===== src/rtl/spi_pin_pkg.sv =====
/*
  spi_pin_pkg: shared types and constants for the serial port with shared pin logic.
  assumes: one system clock, all users refer to names as spi_pin_pkg::name.
*/
package spi_pin_pkg;

  // pin positions on the eight-pin port
  localparam logic [2:0] PIN_MISO = 3'h0;
  localparam logic [2:0] PIN_MOSI = 3'h1;
  localparam logic [2:0] PIN_SCK  = 3'h2;
  localparam logic [2:0] PIN_SS   = 3'h3;
  localparam logic [2:0] PIN_RXB  = 3'h4;
  localparam logic [2:0] PIN_TXB  = 3'h5;
  localparam logic [2:0] PIN_RXA  = 3'h6;
  localparam logic [2:0] PIN_TXA  = 3'h7;
  localparam int         NUM_PINS     = 8;
  localparam int         NUM_SPI_PINS = 4;

  // word and edge counts
  localparam int         WORD_W      = 16;
  localparam logic [4:0] LAST_EDGE_8  = 5'h0f;
  localparam logic [4:0] LAST_EDGE_16 = 5'h1f;
  localparam logic [7:0] DIV_MIN      = 8'h02;

  typedef struct packed {
    logic       enable;
    logic       master;
    logic       wired_or;
    logic       clock_polarity_bit;
    logic       clock_phase_bit;
    logic       size16;
    logic       lsb_first;
    logic       irq_en;
    logic [7:0] divider;
  } ctrl_type;

  typedef struct packed {
    logic mode_fault_flag;
    logic write_collision_flag;
    logic transfer_complete_flag;
  } status_type;

  typedef struct packed {
    logic ss;
    logic mosi;
    logic miso;
  } pin_sel_type;

  localparam logic [15:0] CTRL_RST    = 16'h0000;
  localparam logic [2:0]  STATUS_RST  = 3'h0;
  localparam logic [2:0]  PIN_SEL_RST = 3'h0;
  localparam logic [7:0]  DIR_RST     = 8'h00;
  localparam logic [15:0] WORD_RST    = 16'h0000;
  localparam logic [2:0]  DIR_FAULT_CLR = 3'h0;

endpackage : spi_pin_pkg


===== src/rtl/spi_pin_cell.sv =====
/*
  spi_pin_cell: one port pin, choosing serial or general-purpose drive.
  assumes: the pad resolves the wire from pin_o_q and the active-low enable.
*/
`timescale 1ns/10ps
module spi_pin_cell
(
  // clock and reset
  input  wire logic sys_clk,
  input  wire logic rst_b,
  // selection
  input  wire logic use_func,
  input  wire logic func_val,
  input  wire logic func_en,
  input  wire logic gpio_val,
  input  wire logic dir_out,
  input  wire logic open_drain,
  // pad side
  output logic      pin_o_q,
  output logic      pin_oe_b_q
);

  logic val;
  logic drive;

  always_comb
  begin
    val   = use_func ? func_val : gpio_val;
    drive = dir_out & (use_func ? func_en : 1'b1);
  end

  // open drain releases the pin instead of driving a one
  always_ff @(posedge sys_clk or negedge rst_b)
  begin
    if (!rst_b)
    begin
      pin_o_q    <= 1'b0;
      pin_oe_b_q <= 1'b1;
    end
    else
    begin
      pin_o_q    <= val;
      pin_oe_b_q <= !(drive && !(open_drain && val));
    end
  end

endmodule : spi_pin_cell


===== src/rtl/spi_pin_port.sv =====
/*
  spi_pin_port: serial port (master or slave) with its eight shared port pins.
  assumes: pin inputs are synchronous to sys_clk; software access arrives as
  one-cycle strobes; uart channels outside supply enables and transmit bits.
*/
// Summary of operation
// - select register picks serial or gpio use for mosi, miso and slave select
// - clock pin belongs to the port whenever the port is enabled
// - uart pins become serial pins while their channel enable is set
// - eight direction bits set each pin input or output, any function
// - data shifts out and in together, timed by the serial clock
// - word length 8 or 16 bits, msb or lsb first
// - master makes clock at 254 rates; rate ignored in slave mode
// - writing data during a transfer is flagged as a collision
// - mode fault switches the miso, mosi and clock output drivers off
// - control register readable and writable at any time
// - only hardware sets status bits; software only reads them
// - master data write starts the next transfer
// - complete flag set after every word, master or slave
// - data reads come from buffer; word lost if flag still set
// - transmit data goes straight to the shift register
// - wired-or bit makes the four spi pins open drain, serial or gpio
// - pin roles of miso, mosi, clock, select follow master or slave
// - master ignores external transfers; select low is a mode fault
// - interrupt request while irq_en set and complete or mode fault flag set
// - flag clears by status read then data read or write
// - slave starts when select low, shifts on external clock
// - polarity sets idle level, phase picks format; both ends match
// - master clock is sys_clk over twice rate; zero or one stops it
// - collision leaves transfer alone, data dropped, flag set, no interrupt
// - fault clears master and enable, sets flag, makes miso, mosi and clock pins inputs
`timescale 1ns/10ps
module spi_pin_port
(
  // clock and reset
  input  wire logic                     sys_clk,
  input  wire logic                     rst_b,
  // software strobes and write data
  input  wire logic                     ctrl_wr,
  input  wire spi_pin_pkg::ctrl_type    ctrl_wdata,
  input  wire logic                     dir_wr,
  input  wire logic [7:0]               dir_wdata,
  input  wire logic                     pin_sel_wr,
  input  wire spi_pin_pkg::pin_sel_type pin_sel_wdata,
  input  wire logic                     data_wr,
  input  wire logic [15:0]              data_wdata,
  input  wire logic                     data_rd,
  input  wire logic                     status_rd,
  input  wire logic [7:0]               gpio_out,
  // uart channel side
  input  wire logic                     uart_a_tx_enable,
  input  wire logic                     uart_a_rx_enable,
  input  wire logic                     uart_b_tx_enable,
  input  wire logic                     uart_b_rx_enable,
  input  wire logic                     uart_a_tx_bit,
  input  wire logic                     uart_b_tx_bit,
  // register contents
  output spi_pin_pkg::ctrl_type         ctrl_q,
  output spi_pin_pkg::status_type       status_q,
  output spi_pin_pkg::pin_sel_type      pin_sel_q,
  output logic [7:0]                    dir_q,
  output logic [15:0]                   rx_buf_q,
  output logic [7:0]                    pin_level_q,
  output logic                          irq_q,
  // port pins
  input  wire logic [7:0]               pin_i,
  output logic [7:0]                    pin_o,
  output logic [7:0]                    pin_oe_b
);

  logic [15:0] sr_q;
  logic [4:0]  edge_q;
  logic        busy_q;
  logic        slave_busy_q;
  logic        sck_lvl_q;
  logic        sck_prev_q;
  logic        latch_q;
  logic        armed_q;
  logic        mode_fault_flag_armed_q;
  logic        tick;

  logic        master_on;
  logic        ss_low;
  logic        slave_sel;
  logic        din;
  logic        edge_ev;
  logic        sample;
  logic        shift_ev;
  logic        done;
  logic        in_prog;
  logic        fault;
  logic        start;
  logic        flag_clr;
  logic        shift_bit;
  logic [4:0]  last_edge;
  logic [15:0] sr_shift;
  logic        out_bit;
  logic        sck_val;
  logic [7:0]  use_func;
  logic [7:0]  func_val;
  logic [7:0]  func_en;

  spi_rate_div u_rate_div
  (
    .sys_clk (sys_clk),
    .rst_b   (rst_b),
    .run     (busy_q),
    .div     (ctrl_q.divider),
    .tick_q  (tick)
  );

  always_comb
  begin
    master_on = ctrl_q.enable & ctrl_q.master;
    // a select pin left to gpio never selects the slave
    ss_low    = pin_sel_q.ss & !pin_i[spi_pin_pkg::PIN_SS];
    slave_sel = ctrl_q.enable & !ctrl_q.master & ss_low;
    fault     = master_on & ss_low;
    din       = ctrl_q.master ? pin_i[spi_pin_pkg::PIN_MISO]
                              : pin_i[spi_pin_pkg::PIN_MOSI];
    // master ticks on its own divider; slave follows any clock pin change
    edge_ev   = master_on ? (busy_q & tick)
                          : (slave_sel & (pin_i[spi_pin_pkg::PIN_SCK] != sck_prev_q));
    last_edge = ctrl_q.size16 ? spi_pin_pkg::LAST_EDGE_16 : spi_pin_pkg::LAST_EDGE_8;
    sample    = (edge_q[0] == ctrl_q.clock_phase_bit);
    shift_ev  = edge_ev & !sample & !(ctrl_q.clock_phase_bit & (edge_q == 5'h00));
    done      = edge_ev & (edge_q == last_edge);
    shift_bit = sample ? din : latch_q;
    // a slave with phase zero is busy for as long as it is selected
    in_prog   = busy_q | slave_busy_q | (slave_sel & !ctrl_q.clock_phase_bit);
    start     = data_wr & !in_prog & master_on;
    flag_clr  = armed_q & (data_rd | data_wr);
    out_bit   = ctrl_q.lsb_first ? sr_q[0]
                                 : (ctrl_q.size16 ? sr_q[15] : sr_q[7]);
    sck_val   = ctrl_q.clock_polarity_bit ^ sck_lvl_q;
  end

  // shift toward the output end; 8-bit words keep the upper byte clear
  always_comb
  begin
    if (ctrl_q.lsb_first && ctrl_q.size16)
      sr_shift = {shift_bit, sr_q[15:1]};
    else if (ctrl_q.lsb_first)
      sr_shift = {8'h00, shift_bit, sr_q[7:1]};
    else if (ctrl_q.size16)
      sr_shift = {sr_q[14:0], shift_bit};
    else
      sr_shift = {8'h00, sr_q[6:0], shift_bit};
  end

  // shift register: loaded straight from a data write, no transmit buffer
  always_ff @(posedge sys_clk or negedge rst_b)
  begin
    if (!rst_b)
      sr_q <= spi_pin_pkg::WORD_RST;
    else if (data_wr && !in_prog)
      sr_q <= data_wdata;
    else if (shift_ev)
      sr_q <= sr_shift;
  end

  always_ff @(posedge sys_clk or negedge rst_b)
  begin
    if (!rst_b)
      latch_q <= 1'b0;
    else if (edge_ev && sample)
      latch_q <= din;
  end

  // edge count restarts per word; a slave deselected mid-word drops it
  always_ff @(posedge sys_clk or negedge rst_b)
  begin
    if (!rst_b)
      edge_q <= 5'h00;
    else if (start || done || (!ctrl_q.master && !slave_sel))
      edge_q <= 5'h00;
    else if (edge_ev)
      edge_q <= edge_q + 5'h01;
  end

  always_ff @(posedge sys_clk or negedge rst_b)
  begin
    if (!rst_b)
      busy_q <= 1'b0;
    else if (start)
      busy_q <= 1'b1;
    else if (done || fault || !master_on)
      busy_q <= 1'b0;
  end

  always_ff @(posedge sys_clk or negedge rst_b)
  begin
    if (!rst_b)
      slave_busy_q <= 1'b0;
    else if (done || !slave_sel)
      slave_busy_q <= 1'b0;
    else if (edge_ev && !ctrl_q.master)
      slave_busy_q <= 1'b1;
  end

  // master clock: toggles per tick, back to idle between words
  always_ff @(posedge sys_clk or negedge rst_b)
  begin
    if (!rst_b)
      sck_lvl_q <= 1'b0;
    else if (!busy_q || start || fault || !master_on)
      sck_lvl_q <= 1'b0;
    else if (edge_ev)
      sck_lvl_q <= !sck_lvl_q;
  end

  always_ff @(posedge sys_clk or negedge rst_b)
  begin
    if (!rst_b)
      sck_prev_q <= 1'b0;
    else
      sck_prev_q <= pin_i[spi_pin_pkg::PIN_SCK];
  end

  // receive buffer: a finished word is dropped while the flag still stands
  always_ff @(posedge sys_clk or negedge rst_b)
  begin
    if (!rst_b)
      rx_buf_q <= spi_pin_pkg::WORD_RST;
    else if (done && !status_q.transfer_complete_flag)
      rx_buf_q <= sr_shift;
  end

  // clearing sequences: status read arms, next data or control access clears
  always_ff @(posedge sys_clk or negedge rst_b)
  begin
    if (!rst_b)
      armed_q <= 1'b0;
    else if (status_rd && (status_q.transfer_complete_flag || status_q.write_collision_flag))
      armed_q <= 1'b1;
    else if (data_rd || data_wr)
      armed_q <= 1'b0;
  end

  always_ff @(posedge sys_clk or negedge rst_b)
  begin
    if (!rst_b)
      mode_fault_flag_armed_q <= 1'b0;
    else if (status_rd && status_q.mode_fault_flag)
      mode_fault_flag_armed_q <= 1'b1;
    else if (ctrl_wr)
      mode_fault_flag_armed_q <= 1'b0;
  end

  // status flags: hardware events only, and a set beats a clear
  always_ff @(posedge sys_clk or negedge rst_b)
  begin
    if (!rst_b)
      status_q <= spi_pin_pkg::status_type'(spi_pin_pkg::STATUS_RST);
    else
    begin
      if (done)
        status_q.transfer_complete_flag <= 1'b1;
      else if (flag_clr)
        status_q.transfer_complete_flag <= 1'b0;
      if (data_wr && in_prog)
        status_q.write_collision_flag <= 1'b1;
      else if (flag_clr)
        status_q.write_collision_flag <= 1'b0;
      if (fault)
        status_q.mode_fault_flag <= 1'b1;
      else if (mode_fault_flag_armed_q && ctrl_wr)
        status_q.mode_fault_flag <= 1'b0;
    end
  end

  // control: always writable; enable and master stay low while a fault stands
  always_ff @(posedge sys_clk or negedge rst_b)
  begin
    if (!rst_b)
      ctrl_q <= spi_pin_pkg::ctrl_type'(spi_pin_pkg::CTRL_RST);
    else
    begin
      if (ctrl_wr)
      begin
        ctrl_q <= ctrl_wdata;
        if (status_q.mode_fault_flag && !mode_fault_flag_armed_q)
        begin
          ctrl_q.enable <= 1'b0;
          ctrl_q.master <= 1'b0;
        end
      end
      if (fault)
      begin
        ctrl_q.enable <= 1'b0;
        ctrl_q.master <= 1'b0;
      end
    end
  end

  always_ff @(posedge sys_clk or negedge rst_b)
  begin
    if (!rst_b)
      dir_q <= spi_pin_pkg::DIR_RST;
    else
    begin
      if (dir_wr)
        dir_q <= dir_wdata;
      if (fault)
        dir_q[2:0] <= spi_pin_pkg::DIR_FAULT_CLR;
    end
  end

  always_ff @(posedge sys_clk or negedge rst_b)
  begin
    if (!rst_b)
      pin_sel_q <= spi_pin_pkg::pin_sel_type'(spi_pin_pkg::PIN_SEL_RST);
    else if (pin_sel_wr)
      pin_sel_q <= pin_sel_wdata;
  end

  // write_collision_flag deliberately raises no request
  always_ff @(posedge sys_clk or negedge rst_b)
  begin
    if (!rst_b)
      irq_q <= 1'b0;
    else
      irq_q <= ctrl_q.irq_en & (status_q.transfer_complete_flag | status_q.mode_fault_flag);
  end

  always_ff @(posedge sys_clk or negedge rst_b)
  begin
    if (!rst_b)
      pin_level_q <= 8'h00;
    else
      pin_level_q <= pin_i;
  end

  // pin function, value and serial-side drive permission
  always_comb
  begin
    use_func = {uart_a_tx_enable, uart_a_rx_enable, uart_b_tx_enable, uart_b_rx_enable,
                pin_sel_q.ss, ctrl_q.enable, pin_sel_q.mosi, pin_sel_q.miso};
    func_val = {uart_a_tx_bit, gpio_out[6], uart_b_tx_bit, gpio_out[4],
                1'b1, sck_val, out_bit, out_bit};
    // select is input only; clock and mosi drive as master, miso as selected slave
    func_en  = {1'b1, 1'b0, 1'b1, 1'b0, 1'b0, ctrl_q.master, ctrl_q.master,
                !ctrl_q.master & ss_low};
  end

  for (genvar i = 0; i < spi_pin_pkg::NUM_PINS; i++)
  begin : g_pin
    spi_pin_cell u_cell
    (
      .sys_clk    (sys_clk),
      .rst_b      (rst_b),
      .use_func   (use_func[i]),
      .func_val   (func_val[i]),
      .func_en    (func_en[i]),
      .gpio_val   (gpio_out[i]),
      .dir_out    (dir_q[i]),
      .open_drain (ctrl_q.wired_or && (i < spi_pin_pkg::NUM_SPI_PINS)),
      .pin_o_q    (pin_o[i]),
      .pin_oe_b_q (pin_oe_b[i])
    );
  end
endmodule : spi_pin_port


===== src/rtl/spi_rate_div.sv =====
/*
  spi_rate_div: half-period tick generator for the master serial clock.
  assumes: div is stable during a transfer; values below two stop the ticks.
*/
`timescale 1ns/10ps
module spi_rate_div
(
  // clock and reset
  input  wire logic       sys_clk,
  input  wire logic       rst_b,
  // control
  input  wire logic       run,
  input  wire logic [7:0] div,
  // half-period pulse
  output logic            tick_q
);

  logic [7:0] count_q;

  always_ff @(posedge sys_clk or negedge rst_b)
  begin
    if (!rst_b)
    begin
      count_q <= 8'h00;
      tick_q  <= 1'b0;
    end
    else if (!run || div < spi_pin_pkg::DIV_MIN)
    begin
      count_q <= 8'h00;
      tick_q  <= 1'b0;
    end
    else if (count_q == div - 8'h01)
    begin
      count_q <= 8'h00;
      tick_q  <= 1'b1;
    end
    else
    begin
      count_q <= count_q + 8'h01;
      tick_q  <= 1'b0;
    end
  end

endmodule : spi_rate_div

===== config.mk =====
export PLATFORM = sky130hd
export DESIGN_NAME = spi_pin_port
export DESIGN_NICKNAME = d
export VERILOG_FILES = /design/src/rtl/spi_pin_pkg.sv /design/src/rtl/spi_pin_cell.sv /design/src/rtl/spi_pin_port.sv /design/src/rtl/spi_rate_div.sv
export SDC_FILE = /design/constraint.sdc
export NUM_CORES = 1
export LEC_CHECK = 0
export BUFFER_PORTS_ARGS = -buffer_cell sky130_fd_sc_hd__buf_2
export CORE_ASPECT_RATIO = 1.2
export CORE_MARGIN = 4
export CORE_UTILIZATION = 56
export DETAILED_ROUTE_END_ITERATION = 8
export PLACE_DENSITY_LB_ADDON = 0.08
export SETUP_SLACK_MARGIN = 0.05
export SLEW_MARGIN = 5
export SYNTH_ARGS = -nofsm -noshare
export SYNTH_HDL_FRONTEND = slang
export SYNTH_SLANG_ARGS = --single-unit

===== constraint.sdc =====
create_clock -name sys_clk -period 4.1 [get_ports sys_clk]
set_input_delay 0.205 -clock sys_clk [delete_from_list [all_inputs] [get_ports sys_clk]]
set_output_delay 0.205 -clock sys_clk [all_outputs]
set_load 0.02 [all_outputs]

==> results by group, run 1 <==
Yosys
  • Yosys reg bits: 107
  • Post-Synthesis Cells: 442
  • Sequential fraction of the synthesis area: 0.544
  • Syn avg cell area: around 11 um^2
  • Synth Warn #: 0
  • Post-synth cell types: 50
  • Top post-synthesis cells by area: dfrtp_1 (50%), mux2_2 (7.3%), buf_4 (4.7%)
  • Post-synth ARST share: 1.00
  • Ys flop type: dfrtp_1
  • Top cell type's share of synthesized area: 0.502
  • Mapped cell area: 4940 um^2
  • Largest area contributor in the netlist: dfrtp_1
  • Post-synth EDFFs: 0
  • Post-Syn Nets: 519

CTS
  • Clock buffer depth: 2
  • Post-CTS sizing: 0
  • Clock sinks: approximately 110
  • Post-CTS Hold Fix Bufs: 10
  • Setup Fix Bufs, Post-CTS: 0
  • Clock Latency Late Sink: 0.36 ns
  • H-tree levels: 3
  • Clock transition at the registers of the reported paths: 0.09 ns
  • TritonCTS buffer count: 9
  • Clock root cell: clkbuf_8
  • CTS tree: yes

Detailed routing
  • Final WL: ~11000 um
  • Total iterations of the first detailed-routing run: 4
  • Via density: about 5.2
  • Vias: 3595
  • Wirelength per Cell: 15.4 um
  • DRT antenna net count: 0
  • Residual DRC: 0
  • DR iter-0 viols: between 150 and 200

Setup path
  • Kind of critical path: input pin to flop
  • Worst r2r path cells: 7
  • Critical path depth in cells: 7
  • Critical Path RT: between 4 and 5 ns
  • Startpoint types: input pin
  • Crit end category: flop
  • R2R Setup Slk: 1.50 ns
  • Critical Path AT: about 2.9 ns
  • Top fanout value on the critical path: 11
  • Crit path max-delay family: compound AO/OA/AOI/OAI gates
  • Buf+Inv Stages, Crit Path: 2
  • CP max-delay cell: o21ai_0
  • CP Cell Sequence: dlygate4sd3_1 -> buf_2 -> and4bb_2 -> a32oi_1 -> o21ai_0 -> o22ai_1 -> a21oi_1
  • Max incr delay on CP: 1.09 ns

Die
  • Die W: 93.7 um
  • Die height: 111 um
  • Die area: 10400 um^2
  • Row Count: 37
  • Io pins: ~140
  • Core Region: between 8000 and 9000 um^2
  • Initial Util: 0.573

Timing
  • PnR worst setup slack: 1.50 ns
  • Sum Neg Setup Slack: 0 ns
  • Relative slew margins: 0.114
  • Final Hold Viols: 21
  • Tightest Pin Transition: ~1.3 ns
  • Fmax: 0.384 GHz
  • Worst Clk Skew: around 0.014 ns
  • Setup-failing EPs final: 0
  • Max-slew violations: 0
  • Period utilisation layout: 0.635
  • RSZ-0062 raised after global routing: false
  • Hold slack: -0.0455 ns
  • Min cycle time layout: 2.60 ns

Cells and area
  • Final non-filler cell total: 686
  • Diode count: 0
  • Number of fill cells: 713
  • Share of cells above drive strength 1: 0.369
  • Final Instance Area: just under 6000 um^2
  • Commonest cells after routing, fill and taps aside: buf_2 (142), dfrtp_1 (99), nor2_1 (39), nand2_1 (33), mux2_2 (32)
  • Nets@finish: 641
  • Util after Layout: 0.678
  • Multi-input logic area: slightly below 2000 um^2
  • Commonest non-fill, non-tap cell in the layout: buf_2
  • P&R area growth vs syn: 18.3%
  • Reg area: 2690 um^2

Placed design
  • Placed cell area: 5530 um^2
  • # port buffers: 143
  • Post-DP HPWL: approximately 7700 um
  • Routability congestion estimate: 0.831
  • Post-Place Setup Slack: between 1.5 and 2 ns
  • Cell count after placement: 660

GRT
  • Number of global-route vias before repair: between 3000 and 4000
  • Total global routing overflow: 0
  • Largest net degree at the start of global routing: 77
  • GRT Total Usage: 0.206
  • First-pass GRT wire length: between 15000 and 20000 um
  • Initial antenna violation count: 0

Outcome
  • Failing checks: hold timing
  • Outcome: finished, violations left

Power and ir drop
  • LEAKAGE: around 2.8 nW
  • Power per cell area: 419 nW/um^2
  • Peak supply drop: approximately 0.22 mV

Worst hold path
  • Hold Crit Class: input pin to asynchronous set/reset pin

Job
  • Max Cap Violations: 0
[where the power goes]
part	switching, mW	internal (mW)
registers	0.104	1.17
clock network	0.333	0.334
logic	0.284	0.218
total	0.722	1.72
[metrics by stage]
stage	total power, mW	hold slack (ns)
floorplan	1.65	-0.0906
global placement	1.78	0.313
detailed placement	1.79	0.314
CTS	2.47	0.0112
global route	2.57	0.0288
finish	2.44	-0.0455
[metal layers]
metal,routed length [um],GRT usage,part of all wire
met4,187,0.0665,0.018
met1,4500,0.263,0.43
met5,0,0,0
met2,5300,0.351,0.50
met3,577,0.0387,0.055
[path summary, 6_finish.rpt]
check	from	to
hold / removal	rst_b	dir_q[2]
setup reg to reg	edge_q[0]	sr_q[3]
hold reg to reg	dir_q[7]	g_pin[7].u_cell.pin_oe_b_q
max in group asynchronous	rst_b	g_pin[4].u_cell.pin_oe_b_q
min in group sys_clk	uart_a_rx_enable	g_pin[6].u_cell.pin_oe_b_q
setup / recovery	pin_i[3]	sr_q[3]
[final cells by class]
class | instances | share of cell area
multi-input combinational | 280 | 0.329
clock inverter | 1 | 0.00514
timing repair buffer | 156 | 0.144
tap | 117 | 0.0251
sequential | 107 | 0.460
inverter | 10 | 0.00643
clock buffer | 15 | 0.0302
[cells by family (layout without fill, tap and decap cells)]
group	count (synthesis)	after routing	share of synthesized area
buffers and inverters	55	182	0.0662
AOI/OAI and AO/OA	74	74	0.0986
xor gates and xnor gates	24	24	0.0426
and+or+nand+nor	129	129	0.131
adders and majority gates	4	4	0.0101
muxes	49	49	0.107
DFF	107	107	0.544
[flip-flops by register name (all words and copies together), names as in the netlist, 3 cells and up]
name / cells
status_q: 3
pin_sel_q: 3
g_pin.u_cell.pin_oe_b_q: 8
edge_q: 5
pin_level_q: 8
ctrl_q: 16
rx_buf_q: 16
u_rate_div.count_q: 8
g_pin.u_cell.pin_o_q: 8
sr_q: 16
dir_q: 8
[Yosys cell counts (6+ instances only)]
cell type / count
dfstp_2: 8
nand3_1: 13
o21ai_0: 20
xnor2_1: 17
nor2_1: 39
nand2_1: 33
o22ai_1: 6
clkbuf_1: 10
buf_4: 31
a21oi_1: 21
dfrtp_1: 99
nand2b_1: 10
mux2i_1: 17
mux2_2: 32
nor3_1: 7
inv_1: 10
xor2_1: 7
(Power assumes the default switching activity.)
==> inputs of run 2 (changes only) <==
--- a/config.mk
+++ b/config.mk
@@ -8,7 +8,7 @@
 export BUFFER_PORTS_ARGS = -buffer_cell sky130_fd_sc_hd__buf_2
 export CORE_ASPECT_RATIO = 1.2
 export CORE_MARGIN = 4
-export CORE_UTILIZATION = 56
+export CORE_UTILIZATION = 47
 export DETAILED_ROUTE_END_ITERATION = 8
 export PLACE_DENSITY_LB_ADDON = 0.08
 export SETUP_SLACK_MARGIN = 0.05
==> constraint.sdc (replaced) <==
create_clock -name sys_clk -period 2.3 [get_ports sys_clk]
set_input_delay 0.115 -clock sys_clk [delete_from_list [all_inputs] [get_ports sys_clk]]
set_output_delay 0.115 -clock sys_clk [all_outputs]
set_load 0.02 [all_outputs]
==> results by group, run 2 (synthesis results as in run 1) <==
Outcome
  • Outcome: finished clean (was finished, violations left)

Power and ir drop
  • LEAKAGE: 2.99 nW (was 2.82 nW)
  • Power per cell area: 747 nW/um^2 (was 419 nW/um^2)
  • Peak supply drop: 0.343 mV (was 0.225 mV)
  • Power, Total: 4.66 mW (was 2.44 mW)

Die
  • Die height: 120 um (was 111 um)
  • Die area: 12200 um^2 (was 10400 um^2)
  • Row Count: 40 (was 37)
  • Die W: 102 um (was 93.7 um)
  • Core Region: 10200 um^2 (was 8610 um^2)
  • Initial Util: 0.486 (was 0.573)
  • Io pins: 144 (unchanged)

Detailed routing
  • Wirelength per Cell: 15.3 um (was 15.4 um)
  • Residual DRC: 0 (unchanged)
  • Total iterations of the first detailed-routing run: 4 (unchanged)
  • Via density: 5.19 (was 5.24)
  • Vias: 3775 (was 3595)
  • DR iter-0 viols: 204 (was 160)
  • DRT antenna net count: 0 (unchanged)
  • Final WL: 11100 um (was 10600 um)

Setup path
  • Startpoint types: flop (was input pin)
  • CP max-delay cell: or4b_2 (was o21ai_0)
  • R2R Setup Slk: 0.15 ns (was 1.50 ns)
  • Critical Path AT: 2.41 ns (was 2.89 ns)
  • FF-to-FF Start: ctrl_q[1] (was edge_q[0])
  • Worst r2r path cells: 8 (was 7)
  • RR Endpoint: u_rate_div.count_q[4] (was sr_q[3])
  • Max incr delay on CP: 0.61 ns (was 1.09 ns)
  • Critical Path RT: 2.56 ns (was 4.38 ns)
  • CP Cell Sequence: inv_1 -> ha_2 -> nand2b_1 -> or4b_2 -> nand4b_1 -> a2111oi_4 -> buf_4 -> nor3b_1 (was dlygate4sd3_1 -> buf_2 -> and4bb_2 -> a32oi_1 -> o21ai_0 -> o22ai_1 -> a21oi_1)
  • Top fanout value on the critical path: 9 (was 11)
  • Crit end category: flop (unchanged)
  • Kind of critical path: flop to flop (was input pin to flop)

GRT
  • Initial antenna violation count: 0 (unchanged)
  • First-pass GRT wire length: 18500 um (was 17300 um)
  • Total global routing overflow: 0 (unchanged)
  • Largest net degree at the start of global routing: 47 (was 77)
  • GRT Total Usage: 0.190 (was 0.206)
  • Number of global-route vias before repair: 3770 (was 3657)

Worst hold path
  • Hold Path Origin: pin_sel_wdata[0]
  • Worst Hold End: pin_sel_q[0]
  • Hold Crit Class: input pin to flop (was input pin to asynchronous set/reset pin)
  • WHS Path Cells: 2

Cells and area
  • Commonest cells after routing, fill and taps aside: buf_2 (142), dfrtp_1 (99), nor2_1 (39), nand2_1 (33), dlygate4sd3_1 (33) (was buf_2 (142), dfrtp_1 (99), nor2_1 (39), nand2_1 (33), mux2_2 (32))
  • Diode count: 0 (unchanged)
  • Share of cells above drive strength 1: 0.371 (was 0.369)
  • Number of fill cells: 866 (was 713)
  • P&R area growth vs syn: 26.5% (was 18.3%)
  • Largest registers: ctrl_q: 16 flops, rx_buf_q: 16 flops, sr_q: 16 flops (unchanged)
  • Nets@finish: 673 (was 641)
  • Commonest non-fill, non-tap cell in the layout: buf_2 (unchanged)

Timing
  • Relative slew margins: 0.474 (was 0.114)
  • Worst Clk Skew: 0.00842 ns (was 0.0138 ns)
  • Fmax: between 0.4 and 0.5 GHz
  • Period utilisation layout: 0.935
  • Tightest Pin Transition: 0.783 ns (was 1.32 ns)
  • Setup-failing EPs final: 0 (unchanged)
  • Sum Neg Setup Slack: 0 ns (unchanged)
  • Max-slew violations: 0 (unchanged)
  • RSZ-0062 raised after global routing: false (unchanged)
  • Final Hold Viols: 0 (was 21)
  • Min cycle time layout: 2.15 ns

CTS
  • CTS tree: yes (unchanged)
  • Clock sinks: 107 (unchanged)
  • Clock buffer depth: 2 (unchanged)
  • H-tree levels: 3 (unchanged)
  • Clock root cell: clkbuf_16 (was clkbuf_8)
  • TritonCTS buffer count: 9 (unchanged)
  • Clock Latency Late Sink: 0.34 ns (was 0.36 ns)
  • Clock transition at the registers of the reported paths: 0.07 ns (was 0.09 ns)

Placed design
  • Post-DP HPWL: 8090 um (was 7720 um)
  • # port buffers: 143 (unchanged)
  • Routability congestion estimate: 0.815 (was 0.831)

Job
  • Max Cap Violations: 0 (unchanged)
## run 2: cell count changes in the layout (fill, tap and decap cells not counted), sizes merged
cell | before | now
bufinv | 1 | 0
buf | 146 | 155
clkinvlp | 0 | 2
dlygate4sd3 | 10 | 33
clkbuf | 15 | 12
clkinv | 0 | 2
## run 2: through the flow
step                setup slack (ns)  instances  hold slack (ns)  utilization  cell area, um^2
finish                         0.149        727           0.0118        0.614             6240
global route                  0.0650        727         0.000740        0.614             6240
CTS                            0.129        726          0.00182        0.613             6220
detailed placement             0.148        677           0.0855        0.553             5620
global placement               0.229        677           0.0840        0.553             5620
floorplan                      0.280        442           -0.181            -             4940
## run 2: layout make-up
cell class,instances,area [um^2],area share
Sequential cell,107,2690,0.431
Clock buffer,12,246,0.0395
Multi-Input combinational cell,280,1930,0.310
Timing Repair Buffer,188,1150,0.184
Clock inverter,4,28.8,0.00461
Tap cell,126,158,0.0253
Inverter,10,37.5,0.00601
## run 2: timing repair
item	4_1_cts	5_1_grt
buffers inserted	0	1
resized for setup	0	3
endpoints found under the setup margin	0	13
hold endpoints to repair	58	0
hold buffers	33	0
## run 2: how the worst max path moves through the flow
stage / start / to / slack (ns) / depth (start not counted)
5_1_grt: ctrl_q[15] / sr_q[3] / 0.06 / 4
4_1_cts: edge_q[0] / sr_q[7] / 0.13 / 7
2_1_floorplan: ctrl_q[3] / u_rate_div.tick_q / 0.28 / 5
3_3_place_gp: ctrl_q[3] / u_rate_div.tick_q / 0.23 / 5
3_5_place_dp: edge_q[0] / sr_q[7] / 0.15 / 7
6_report: ctrl_q[1] / u_rate_div.count_q[4] / 0.15 / 8
## run 2: critical path: cells and delay by family (launching register included)
kind / cells / cell delay, ns
buffers and inverters: 2 / 0.28
AND/OR/NAND/NOR: 4 / 1.09
adder cells (fa/ha/maj): 1 / 0.21
AO/OA/AOI/OAI: 1 / 0.06
flip-flops: 1 / 0.43
## run 2: layer usage
layer	up-vias	GRT usage	routed length (um)
li1	1823	-	-
met1	1825	0.248	4810
met2	114	0.315	5510
met3	13	0.0364	685
met4	0	0.0640	124
met5	-	0	0
## run 2: power by group
part	leakage [nW]	internal, mW	switching [mW]
sequential	1.32	2.09	0.169
clock	0.129	0.765	0.662
combinational	1.54	0.437	0.541
==> inputs of run 3 (changes only) <==
--- a/config.mk
+++ b/config.mk
@@ -11,6 +11,7 @@
 export CORE_UTILIZATION = 47
 export DETAILED_ROUTE_END_ITERATION = 8
 export PLACE_DENSITY_LB_ADDON = 0.08
+export RECOVER_POWER = 50
 export SETUP_SLACK_MARGIN = 0.05
 export SLEW_MARGIN = 5
 export SYNTH_ARGS = -nofsm -noshare
==> results by group, run 3 (synthesis results as in run 1) <==
Detailed routing
  • Via density: 5.21 (was 5.19)
  • Vias: 3789 (was 3775)
  • Total iterations of the first detailed-routing run: 4 (unchanged)
  • Residual DRC: 0 (unchanged)
  • DRT antenna net count: 0 (unchanged)
  • DR iter-0 viols: 184 (was 204)
  • Final WL: 11200 um (was 11100 um)
  • Wirelength per Cell: 15.3 um (about the same)

CTS
  • Clock buffer depth: 2 (unchanged)
  • CTS tree: yes (unchanged)
  • Clock sinks: 107 (unchanged)
  • H-tree levels: 3 (unchanged)
  • Clock root cell: clkbuf_16 (unchanged)
  • TritonCTS buffer count: 9 (unchanged)
  • Clock transition at the registers of the reported paths: 0.07 ns (about the same)
  • Clock Latency Late Sink: 0.34 ns (about the same)

Die
  • Row Count: 40 (unchanged)
  • Initial Util: 0.486 (unchanged)
  • Die area: 12200 um^2 (unchanged)
  • Core Region: 10200 um^2 (unchanged)
  • Io pins: 144 (unchanged)
  • Die height: 120 um (unchanged)
  • Die W: 102 um (unchanged)

Timing
  • Worst Clk Skew: 0.00819 ns (was 0.00842 ns)
  • RSZ-0062 raised after global routing: false (unchanged)
  • Tightest Pin Transition: 1.09 ns (was 0.783 ns)
  • Final Hold Viols: 0 (unchanged)
  • Setup-failing EPs final: 0 (unchanged)
  • Relative slew margins: 0.270 (was 0.474)
  • Fmax: 0.465 GHz (about the same)
  • Min cycle time layout: 2.15 ns (about the same)
  • Max-slew violations: 0 (unchanged)
  • Period utilisation layout: 0.935 (about the same)
  • Sum Neg Setup Slack: 0 ns (unchanged)

Power and ir drop
  • Power per cell area: 752 nW/um^2 (was 747 nW/um^2)
  • LEAKAGE: 2.89 nW (was 2.99 nW)
  • Power, Total: 4.65 mW (was 4.66 mW)
  • Peak supply drop: 0.342 mV (was 0.343 mV)

Cells and area
  • P&R area growth vs syn: 25.3% (was 26.5%)
  • Share of cells above drive strength 1: 0.321 (was 0.371)
  • Diode count: 0 (unchanged)
  • Nets@finish: 673 (unchanged)
  • Commonest non-fill, non-tap cell in the layout: buf_2 (unchanged)
  • Number of fill cells: 875 (was 866)
  • Largest registers: ctrl_q: 16 flops, rx_buf_q: 16 flops, sr_q: 16 flops (unchanged)
  • Commonest cells after routing, fill and taps aside: buf_2 (113), dfrtp_1 (99), nor2_1 (39), nand2_1 (33), dlygate4sd3_1 (33) (was buf_2 (142), dfrtp_1 (99), nor2_1 (39), nand2_1 (33), dlygate4sd3_1 (33))

GRT
  • GRT Total Usage: 0.190 (unchanged)
  • M3 GR Usage: 0.0364 (unchanged)
  • First-pass GRT wire length: 18500 um (unchanged)
  • Total global routing overflow: 0 (unchanged)
  • Layer with the highest usage: met2 (unchanged)
  • Initial antenna violation count: 0 (unchanged)
  • Largest net degree at the start of global routing: 47 (unchanged)
  • Met1 usage: 0.248 (unchanged)
  • Grt met2 use: 0.315 (unchanged)
  • Number of global-route vias before repair: 3770 (unchanged)

Setup path
  • Max incr delay on CP: 0.61 ns (about the same)
  • Startpoint types: flop (unchanged)
  • Crit path max-delay family: simple AND/OR/NAND/NOR gates (unchanged)
  • Critical Path AT: 2.41 ns (about the same)
  • Top fanout value on the critical path: 9 (unchanged)
  • CP Cell Sequence: inv_1 -> ha_2 -> nand2b_1 -> or4b_2 -> nand4b_1 -> a2111oi_4 -> buf_4 -> nor3b_1 (unchanged)
  • Kind of critical path: flop to flop (unchanged)
  • Critical Path RT: 2.56 ns (about the same)
  • Buf+Inv Stages, Crit Path: 2 (unchanged)
  • Crit end category: flop (unchanged)
  • CP max-delay cell: or4b_2 (unchanged)

Placed design
  • Post-DP HPWL: 8090 um (unchanged)
  • Routability congestion estimate: 0.815 (unchanged)
  • # port buffers: 143 (unchanged)

Job
  • Max Cap Violations: 0 (unchanged)

Worst hold path
  • Hold Crit Class: input pin to flop (unchanged)

Outcome
  • Outcome: finished clean (unchanged)
## run 3: area by class of cell
class                      instances  area [um^2]  share of cell area
clock buffer                      12          246              0.0398
tap                              126          158              0.0255
multi-input combinational        280         1930               0.312
timing repair buffer             188         1100               0.177
sequential                       107         2690               0.434
inverter                          10         37.5             0.00607
clock inverter                     4         28.8             0.00465
## run 3: through the flow
step | std cells | worst slack (ns) | hold WS, ns | cell area, um^2 | utilization
6_report | 727 | 0.149 | 0.0129 | 6190 | 0.609
5_1_grt | 727 | 0.0650 | 0.000740 | 6190 | 0.609
4_1_cts | 726 | 0.129 | 0.00182 | 6220 | 0.613
3_5_place_dp | 677 | 0.148 | 0.0855 | 5620 | 0.553
3_3_place_gp | 677 | 0.229 | 0.0840 | 5620 | 0.553
2_1_floorplan | 442 | 0.280 | -0.181 | 4940 | -
## run 3: final timing paths
path | end | depth (start not counted) | slack, ns | startpoint
max in group asynchronous | sr_q[7] | 3 | 0.65 | rst_b
max reg2reg | u_rate_div.count_q[4] | 8 | 0.15 | ctrl_q[1]
max | u_rate_div.count_q[4] | 8 | 0.15 | ctrl_q[1]
min reg2reg | g_pin[5].u_cell.pin_oe_b_q | 1 | 0.39 | dir_q[5]
min | pin_sel_q[0] | 2 | 0.01 | pin_sel_wdata[0]
min in group asynchronous | dir_q[4] | 2 | 0.24 | rst_b
## run 3: power by group
| group | switching (mW) | total, mW | internal [mW] | leakage (nW) |
|---|---|---|---|---|
| registers | 0.170 | 2.26 | 2.09 | 1.32 |
| clock network | 0.663 | 1.43 | 0.765 | 0.129 |
| logic | 0.542 | 0.966 | 0.424 | 1.44 |
## run 3: layer usage
layer / vias to the layer above / wire length (um)
li1: 1824 / -
met1: 1836 / 4830
met2: 118 / 5480
met3: 11 / 700
met4: 0 / 136
met5: - / 0
## run 3: what timing repair did
action	in CTS	in global routing
setup endpoints to repair	0	13
hold buffers	33	0
buffers inserted	0	1
hold endpoints to repair	58	0
gates resized for setup	0	3
